[src/hdl/sbk_pkg.sv]
`default_nettype none
// Shared map and field layout of the standby keep-alive control block
package sbk_pkg;
  // Wishbone geometry
  localparam int WB_AW = 8;
  localparam int WB_DW = 32;
  // Register byte addresses
  localparam logic [7:0] ADR_MISC = 8'h00;
  localparam logic [7:0] ADR_IO   = 8'h04;
  localparam logic [7:0] ADR_ERR  = 8'h08;
  localparam logic [7:0] ADR_ADC  = 8'h0C;
  localparam logic [7:0] ADR_CHAN = 8'h10;
  localparam logic [7:0] ADR_STAT = 8'h14;
  // Standby control bits
  localparam int MISC_ROUTE_BIT = 8;
  localparam int MISC_DIAG_BIT  = 7;
  localparam int MISC_GPO_BIT   = 6;
  localparam int MISC_SW_BIT    = 5;
  // Pin settings: enables low byte, levels next byte
  localparam int IO_EN_LSB  = 0;
  localparam int IO_DAT_LSB = 8;
  // Diagnostics mask: low bits are over and undervoltage checks
  localparam logic [7:0] ERR_OVUV_MASK = 8'h03;
  // Clock source select field and the internal oscillator code
  localparam int         CLK_SEL_LSB = 0;
  localparam logic [1:0] CLK_SEL_INT = 2'h0;
  // Channel switch settings low byte, channel enables next byte
  localparam int CHAN_SW_LSB = 0;
  localparam int CHAN_EN_LSB = 8;
  // Status bit positions
  localparam int STAT_STANDBY = 0;
  localparam int STAT_OSC     = 1;
  localparam int STAT_SW      = 2;
  localparam int STAT_PIN2    = 3;
  // Index of the shared pin within the output group
  localparam int PIN2_IDX = 2;
  // Writable bits; everything else reads as zero
  localparam logic [31:0] MISC_WMASK = 32'h0000_01E0;
  localparam logic [31:0] IO_WMASK   = 32'h0000_FFFF;
  localparam logic [31:0] ERR_WMASK  = 32'h0000_00FF;
  localparam logic [31:0] ADC_WMASK  = 32'h0000_0003;
  localparam logic [31:0] CHAN_WMASK = 32'h0000_FFFF;
  // Reset values
  localparam logic [31:0] MISC_RST = 32'h0000_0000;
  localparam logic [31:0] IO_RST   = 32'h0000_0000;
  localparam logic [31:0] ERR_RST  = 32'h0000_0000;
  localparam logic [31:0] ADC_RST  = 32'h0000_0000;
  localparam logic [31:0] CHAN_RST = 32'h0000_0000;
endpackage
`default_nettype wire

[src/hdl/sbk_gate_if.sv]
`default_nettype none
// Carries one group of enables through the standby keep gate
interface sbk_gate_if #(parameter int W = 8);
  logic [W-1:0] req;      // Enables as software set them
  logic         keep;     // Keep-alive bit for this group
  logic         standby;  // Converter is in standby
  logic [W-1:0] grant;    // Enables after standby gating
  modport src  (output req, output keep, output standby, input grant);
  modport gate (input req, input keep, input standby, output grant);
endinterface
`default_nettype wire

[src/hdl/sbk_ctrl.sv]
`default_nettype none
module sbk_ctrl #(
  parameter int NGPO = 4,  // General outputs
  parameter int NCH  = 4,  // Channels
  parameter int NERR = 8   // Diagnostic enables
) (
  input  wire logic                      clk_i,       // 20 MHz clock
  input  wire logic                      rst_i,       // Sync reset, high
  input  wire logic                      wb_cyc_i,    // Bus cycle
  input  wire logic                      wb_stb_i,    // Bus strobe
  input  wire logic                      wb_we_i,     // Write
  input  wire logic [sbk_pkg::WB_AW-1:0] wb_adr_i,    // Byte address
  input  wire logic [3:0]                wb_sel_i,    // Byte lanes
  input  wire logic [sbk_pkg::WB_DW-1:0] wb_dat_i,    // Write data
  output logic      [sbk_pkg::WB_DW-1:0] wb_dat_o,    // Read data
  output logic                           wb_ack_o,    // Acknowledge
  input  wire logic                      standby_i,   // Core in standby
  output logic      [NGPO-1:0]           gpo_o,       // Output levels
  output logic      [NGPO-1:0]           gpo_oe_n_o,  // Output enables, low
  output logic      [NERR-1:0]           diag_en_o,   // Live diagnostics
  output logic                           osc_run_o,   // Keep oscillator on
  output logic                           lowside_sw_o // Switch closed
);
  import sbk_pkg::*;

  logic [31:0] misc_q, io_q, err_q, adc_q, chan_q;
  logic [31:0] misc_d, io_d, err_d, adc_d, chan_d;
  logic        ack_q;
  logic [31:0] rdat_q;

  // Bus decode; one access per handshake, the ack flop stops repeats
  wire         req     = wb_cyc_i && wb_stb_i && !ack_q;
  wire         wr      = req && wb_we_i;
  wire [31:0]  lane    = {{8{wb_sel_i[3]}}, {8{wb_sel_i[2]}},
                          {8{wb_sel_i[1]}}, {8{wb_sel_i[0]}}};
  wire         hit_misc = wb_adr_i == ADR_MISC;
  wire         hit_io   = wb_adr_i == ADR_IO;
  wire         hit_err  = wb_adr_i == ADR_ERR;
  wire         hit_adc  = wb_adr_i == ADR_ADC;
  wire         hit_chan = wb_adr_i == ADR_CHAN;
  wire         hit_stat = wb_adr_i == ADR_STAT;

  // Merge written lanes into writable bits only, so reserved bits stay zero
  wire [31:0]  m_misc = (wr && hit_misc) ? (lane & MISC_WMASK) : 32'h0000_0000;
  wire [31:0]  m_io   = (wr && hit_io)   ? (lane & IO_WMASK)   : 32'h0000_0000;
  wire [31:0]  m_err  = (wr && hit_err)  ? (lane & ERR_WMASK)  : 32'h0000_0000;
  wire [31:0]  m_adc  = (wr && hit_adc)  ? (lane & ADC_WMASK)  : 32'h0000_0000;
  wire [31:0]  m_chan = (wr && hit_chan) ? (lane & CHAN_WMASK) : 32'h0000_0000;
  assign misc_d = (misc_q & ~m_misc) | (wb_dat_i & m_misc);
  assign io_d   = (io_q & ~m_io) | (wb_dat_i & m_io);
  assign err_d  = (err_q & ~m_err) | (wb_dat_i & m_err);
  assign adc_d  = (adc_q & ~m_adc) | (wb_dat_i & m_adc);
  assign chan_d = (chan_q & ~m_chan) | (wb_dat_i & m_chan);

  // Named fields of the control registers
  wire              route     = misc_q[MISC_ROUTE_BIT];
  wire              diag_keep = misc_q[MISC_DIAG_BIT];
  wire              gpo_keep  = misc_q[MISC_GPO_BIT];
  wire              sw_keep   = misc_q[MISC_SW_BIT];
  wire [NGPO-1:0]   io_en     = io_q[IO_EN_LSB +: NGPO];
  wire [NGPO-1:0]   io_dat    = io_q[IO_DAT_LSB +: NGPO];
  wire [NERR-1:0]   err_en    = err_q[NERR-1:0];
  wire [1:0]        clk_sel   = adc_q[CLK_SEL_LSB +: 2];
  wire [NCH-1:0]    ch_sw     = chan_q[CHAN_SW_LSB +: NCH];
  wire [NCH-1:0]    ch_en     = chan_q[CHAN_EN_LSB +: NCH];

  // Standby gates for diagnostics, general outputs and the switch
  sbk_gate_if #(.W(NERR)) diag_g ();
  sbk_gate_if #(.W(NGPO)) gpo_g ();
  sbk_gate_if #(.W(NCH))  sw_g ();
  assign diag_g.req     = err_en;
  assign diag_g.keep    = diag_keep;
  assign diag_g.standby = standby_i;
  assign gpo_g.req      = io_en;
  assign gpo_g.keep     = gpo_keep;
  assign gpo_g.standby  = standby_i;
  assign sw_g.req       = ch_sw & ch_en;
  assign sw_g.keep      = sw_keep;
  assign sw_g.standby   = standby_i;
  sbk_keep_gate #(.W(NERR)) u_diag_gate (.g(diag_g));
  sbk_keep_gate #(.W(NGPO)) u_gpo_gate  (.g(gpo_g));
  sbk_keep_gate #(.W(NCH))  u_sw_gate   (.g(sw_g));

  // Shared pin: indicator overrides the pin settings and the standby gate,
  // since it must stay low through standby to be of any use
  wire [NGPO-1:0] p2_mask = NGPO'(1) << PIN2_IDX;
  wire [NGPO-1:0] en_mux  = route ? (gpo_g.grant | p2_mask)
                                  : gpo_g.grant;
  wire [NGPO-1:0] lvl_ind = {NGPO{!standby_i}} & p2_mask;
  wire [NGPO-1:0] dat_mux = route ? ((io_dat & ~p2_mask) | lvl_ind)
                                  : io_dat;
  wire [NGPO-1:0] gpo_d   = en_mux & dat_mux;
  wire [NGPO-1:0] oe_n_d  = ~en_mux;

  // Oscillator needed only on the internal source: while converting, or in
  // standby only for kept over/undervoltage checks
  wire ovuv_on = |(err_q[7:0] & ERR_OVUV_MASK);
  wire clk_int = clk_sel == CLK_SEL_INT;
  wire osc_d   = clk_int && (!standby_i || (diag_keep && ovuv_on));
  wire sw_d    = |sw_g.grant;

  // Status word shows live standby state and the registered shared-pin level, switch and oscillator outputs
  wire [31:0] stat_w = {28'h000_0000, gpo_o[PIN2_IDX], lowside_sw_o,
                        osc_run_o, standby_i};
  wire [31:0] rd_mux = hit_misc ? misc_q :
                       hit_io   ? io_q   :
                       hit_err  ? err_q  :
                       hit_adc  ? adc_q  :
                       hit_chan ? chan_q :
                       hit_stat ? stat_w : 32'h0000_0000;

  // Register file
  always_ff @(posedge clk_i) begin
    if (rst_i) begin
      misc_q <= MISC_RST;
      io_q   <= IO_RST;
      err_q  <= ERR_RST;
      adc_q  <= ADC_RST;
      chan_q <= CHAN_RST;
    end else begin
      misc_q <= misc_d;
      io_q   <= io_d;
      err_q  <= err_d;
      adc_q  <= adc_d;
      chan_q <= chan_d;
    end
  end

  // Bus answer one cycle after the request; unmapped reads give zero
  always_ff @(posedge clk_i) begin
    if (rst_i) begin
      ack_q  <= 1'b0;
      rdat_q <= 32'h0000_0000;
    end else begin
      ack_q  <= req;
      rdat_q <= (req && !wb_we_i) ? rd_mux : 32'h0000_0000;
    end
  end
  assign wb_ack_o = ack_q;
  assign wb_dat_o = rdat_q;

  // Pin and keep-alive outputs, all registered
  logic [NGPO-1:0] gpo_q, oe_n_q;
  logic [NERR-1:0] diag_q;
  logic            osc_q, sw_q;
  always_ff @(posedge clk_i) begin
    if (rst_i) begin
      gpo_q  <= '0;
      oe_n_q <= '1;
      diag_q <= '0;
      osc_q  <= 1'b0;
      sw_q   <= 1'b0;
    end else begin
      gpo_q  <= gpo_d;
      oe_n_q <= oe_n_d;
      diag_q <= diag_g.grant;
      osc_q  <= osc_d;
      sw_q   <= sw_d;
    end
  end
  assign gpo_o        = gpo_q;
  assign gpo_oe_n_o   = oe_n_q;
  assign diag_en_o    = diag_q;
  assign osc_run_o    = osc_q;
  assign lowside_sw_o = sw_q;
endmodule
`default_nettype wire

[src/hdl/sbk_keep_gate.sv]
`default_nettype none
// Passes a group of enables, cutting all of them in standby unless kept alive
module sbk_keep_gate #(
  parameter int W = 8
) (
  sbk_gate_if.gate g  // Enables in, gated enables out
);
  // Kept groups pass unchanged; others drop to zero while in standby
  assign g.grant = (g.standby && !g.keep) ? '0 : g.req;
endmodule
`default_nettype wire

[config.mk]
export PLATFORM = sky130hd
export DESIGN_NAME = sbk_ctrl
export DESIGN_NICKNAME = d
export VERILOG_FILES = /design/src/hdl/sbk_pkg.sv /design/src/hdl/sbk_gate_if.sv /design/src/hdl/sbk_ctrl.sv /design/src/hdl/sbk_keep_gate.sv
export SDC_FILE = /design/constraint.sdc
export NUM_CORES = 1
export LEC_CHECK = 0
export BUFFER_PORTS_ARGS = -buffer_cell sky130_fd_sc_hd__clkbuf_2
export CAP_MARGIN = 20
export CORE_MARGIN = 1.5
export CORE_UTILIZATION = 47
export DETAILED_ROUTE_END_ITERATION = 16
export GPL_TIMING_DRIVEN = 0
export PLACE_DENSITY = 0.76
export REMOVE_ABC_BUFFERS = 1
export SLEW_MARGIN = 20
export SYNTH_ARGS = -nofsm -noshare
export SYNTH_HDL_FRONTEND = slang
export SYNTH_HIERARCHICAL = 1
export SYNTH_SLANG_ARGS = --single-unit
[constraint.sdc]
create_clock -name clk_i -period 1.67 [get_ports clk_i]
set_input_delay 0.0835 -clock clk_i [delete_from_list [all_inputs] [get_ports clk_i]]
set_output_delay 0.0835 -clock clk_i [all_outputs]
set_load 0.01 [all_outputs]
After elaboration in Yosys (flattened, before gate mapping). Cells that the tools add are included.

Eq/ne operators: 5. Multiplexer cells: 15. Bitwise gates (word level): 25. Reductions and logical operators: 27.

Operators by type and width (count): 32-bit AND (5); 32-bit two-way mux (5); 32-bit bitwise OR (5); 32-bit by 16-bit AND with 32-bit output (2); 16-bit NOT with 32-bit output (2); 32-bit by 2-bit AND with 32-bit output (1); 32-bit by 8-bit AND with 32-bit output (1); 32-bit by 9-bit AND with 32-bit output (1); 16-bit two-way mux (2); 2-bit NOT with 32-bit output (1); 8-bit NOT with 32-bit output (1); 9-bit NOT with 32-bit output (1); 8-bit by 4-bit equality test with 1-bit output, second input constant (2); 8-bit by 5-bit equality test with 1-bit output, second input constant (2); 4-bit two-way mux (4); 1-bit logical AND (14); 9-bit two-way mux (1); 4-bit AND (2); 8-bit by 3-bit equality test with 1-bit output, second input constant (1); 8-bit logical NOT (1); 8-bit two-way mux (1); 1-bit logical NOT (6); 2-bit OR reduction (3); 4-bit NOT (1); 7 further kinds (7).

Flip-flop bits (word level): 211. Input bits: 50. Output and inout bits: 51.

Longest topological paths before layout.
Word-level depth: 8. Depth in mapped cells: 7. Depth with buffers taken out: 4.

Modules after synthesis. The synthesis kept the hierarchy.

Modules (own cells, without submodules): sbk_ctrl (times used 1, cells an instance 370, area each 3352.0 um^2); sbk_keep_gate (u_gpo_gate ...) (times used 2, cells an instance 5, area each 41.3 um^2); sbk_keep_gate (u_diag_gate) (times used 1, cells an instance 9, area each 66.3 um^2).

Worst setup path after synthesis. No wires, ideal clock.

Path type: reg2reg. Start: register ack_q, in the netlist wb_ack_o. End: register rdat_q[3], in the netlist wb_dat_o[3]. Library setup time: 0.086 ns. Data arrival time: 1.762 ns. Path slack: -0.178 ns. Stages on the path, launching flop included: 7. Path buffers: 2. Period minus slack after synthesis: 1.848 ns. Cell sequence: dfxtp_1 -> nand3b_1 -> or3_1 -> clkbuf_1 -> or2_0 -> clkbuf_1 -> a211oi_1.

Word-level cells in the longest chain between the ends: 5.

Ends and longest elaborated chain: from (decl) (line sbk_ctrl.sv:28) `logic ack_q;`; from (signal assigned) (line sbk_ctrl.sv:135) `ack_q <= req;`; 1-bit logical NOT (line sbk_ctrl.sv:32) `wire req = wb_cyc_i && wb_stb_i && !ack_q;`; 1-bit logical AND (line sbk_ctrl.sv:32); 1-bit logical AND (line sbk_ctrl.sv:136) `rdat_q <= (req && !wb_we_i) ? rd_mux : 32'h0000_0000;`; 1-bit NOT (no line); 2-bit OR reduction (no line); to (signal assigned) (line sbk_ctrl.sv:136); to (decl) (line sbk_ctrl.sv:29) `logic [31:0] rdat_q;`.

Every way passes these cells. A chain may end at the register's enable or synchronous reset.

Final worst setup path.
Start: register ack_q, in the netlist wb_ack_o. End: register rdat_q[2], in the netlist wb_dat_o[2].

The elaborated chain is that of the path after synthesis.

==> out/metrics.cfg <==
[floorplan]
die_h_um=89.3
num_rows=31
die_w_um=89.3
start_util=0.485
pin_count=101
dieArea_um2=7980
core_um2=7210

[sta]
period_needed_ns=1.74
rsz0062_at_grt=yes
fin_crit_sh=1.04
slew_headroom=0.547
timing.hold.ws_ns=0.0185
layout_setup_ws_ns=-0.0655
max_freq_mhz=576
worstMarginPinSlew_ns=0.679
fin_setup_tns_ns=-0.284
setup_viol=11
slew_violations=0
skew_ns=0.00484
hold_violations=0

[grt]
grt_usage=0.224
grt_pass1_vias=2739
antenna_found_initial=0
overflow=0
grt_pass1_wl_um=13500
use_met1=0.297
gr-max-usage-layer=met2
use_met2=0.361
gr-usage-met3=0.0471
grt_max_degree=63

[worst_setup_path]
critical_path_class=flop to flop
crit_required_ns=1.94
cp_cell_sequence=nand3b_1 -> buf_4 -> or3_4 -> or2_4 -> a211oi_2
cp.arrival_ns=2.01
critPathLaunchType=flop
worst_setup_path_end_kind=flop
max_stage_delay_ns=0.36
crit_slowest_cell=or3_4
cp_max_fo=5

[synthesis]
ys_async_sr_fraction=0
ys_warn_count=6
synth_top_area_cell=dfxtp_1
synth_cells=389
yosysSeqAreaShare=0.463
ys_seq_elements=81
synth_flop_cell=dfxtp_1
syn-cell-area_um2=3500
synth_top_cell_area_share=0.463
synth_area_leaders=dfxtp_1, mux2i_1, a21oi_1
postSynthAreaPerCell_um2=9.00
synth_edf_count=0
ys_types=48

[clock_tree]
cts_sinks=81
cts_max_path_buffers=2
path_clk_slew_ns=0.08
cts-htree-levels=3
cts_tree=built
cts_buffers=9
clockRootBuffer=clkbuf_8
insertion_delay_ns=0.35

[placed_design]
placed_area_um2=3780
dp_cells=527
hpwl_um=5450
pre_cts_slack_ns=-0.758
routabilityCongestion=0.885
io_buffers=66

[outcome]
status=complete, but fails checks
violations=setup timing

[hold_path]
hold_class=input port to flop

[layout]
final_nets=517
drive_above_1_share=0.286
multiInputGateArea_um2=1800
register_area_um2=1620
num_antenna_cells=0
nFillCells=656
final_cells=571
stdcell_area_um2=4300
final_util=0.596
syn_to_final_growth_pct=22.9

[routing]
wl_per_cell_um=15.6
avgViaCountPerCell=5.58
drc=0
drt-initial-drc-count=219
routed_wl_um=8930
vias=3185
antenna_left=0
first_pass_iters=5

[power_and_ir_drop]
irDropWorstVdd_v=0.000381
cellLeakagePower_nw=1.61
p_total_mw=3.41
power.density_nw_per_um2=793

[flow_run]
maxCapViolCount=0

## routing by layer
metal	up-vias	part of all wire
met5	-	0
met4	0	0.015
met3	15	0.075
met2	156	0.47
met1	1521	0.43
li1	1493	-
## Yosys cell counts (all sizes together), types with 2 or more instances
library cell,number
or4,3
dfxtp,81
mux2,4
or4b,2
nor3,7
or3,2
nand2,14
clkbuf,20
a31o,2
mux2i,23
nor2,43
buf,22
nand3,31
a211oi,4
or2,2
and3,2
nand2b,6
nand4,4
a21o,2
and2,20
a22oi,9
nor2b,9
a21oi,34
nor4,6
inv,6
a221oi,3
o21ai,17
o32a,2
## cell families (layout without fill, tap and decap cells)
group,Yosys count,after routing,share of synthesized area
other,1,16,0.00107
and+or+nand+nor,155,157,0.252
AOI/OAI and AO/OA,77,77,0.132
buffers and inverters,48,114,0.0733
DFF,81,81,0.463
muxes,27,27,0.0786
## path summary, 6_finish.rpt
kind / start / to / slack (ns) / cells after the start
worst max-delay path: wb_ack_o$_SDFF_PP0_ / wb_dat_o[2]$_SDFF_PP0_ / -0.07 / 5
worst min-delay path: wb_dat_i[0] / flop / 0.02 / 3
worst max register to register: wb_ack_o$_SDFF_PP0_ / wb_dat_o[2]$_SDFF_PP0_ / -0.07 / 5
worst min register to register: flop / gpo_o[1]$_SDFF_PP0_ / 0.44 / 2
## area by class of cell
type                            instances  share of cell area
Tap cell                               99              0.0288
Inverter                                6             0.00524
Clock inverter                          6             0.00814
Multi-Input combinational cell        277               0.419
Timing Repair Buffer                   92               0.132
Sequential cell                        81               0.377
Clock buffer                           10              0.0297
## report_power, final
group	total (mW)	switching, mW	internal [mW]
registers	1.93	0.00150	1.93
logic	0.252	0.164	0.0877
clock network	1.23	0.698	0.529
## what timing repair did
action	in CTS	in global routing
setup endpoints to repair	61	54
endpoints found under the hold margin	21	0
buffers inserted	11	4
hold buffers	12	0
cloned	1	1
resized for setup	13	14
pin swaps	4	7
## critical path, delay by kind of cell (launching register included)
family          cells  cell delay (ns)
simple gates        3             0.93
flops               1             0.32
buf+inv             1             0.19
compound gates      1             0.22
## cell usage in the layout (no fill, tap or decap), types with 3 or more instances in the layout
cell,Yosys,final
mux2_2,4,4
clkbuf_2,0,64
nor4_4,2,4
a21oi_1,34,34
mux2i_1,23,23
nand2b_1,3,3
nand2b_4,3,3
buf_4,16,12
and2_1,17,17
and2_4,3,3
clkbuf_8,0,9
nor3_1,6,3
nor2_2,0,3
nand4_1,4,4
dlygate4sd3_1,0,12
o21ai_0,17,17
nand2_1,14,14
nand3_1,31,30
dfxtp_1,81,80
inv_1,6,6
a211oi_2,0,3
nor2b_1,9,9
a22oi_1,9,9
conb_1,1,16
nor2_1,43,39
clkinv_2,0,4
(Power assumes the default switching activity.)
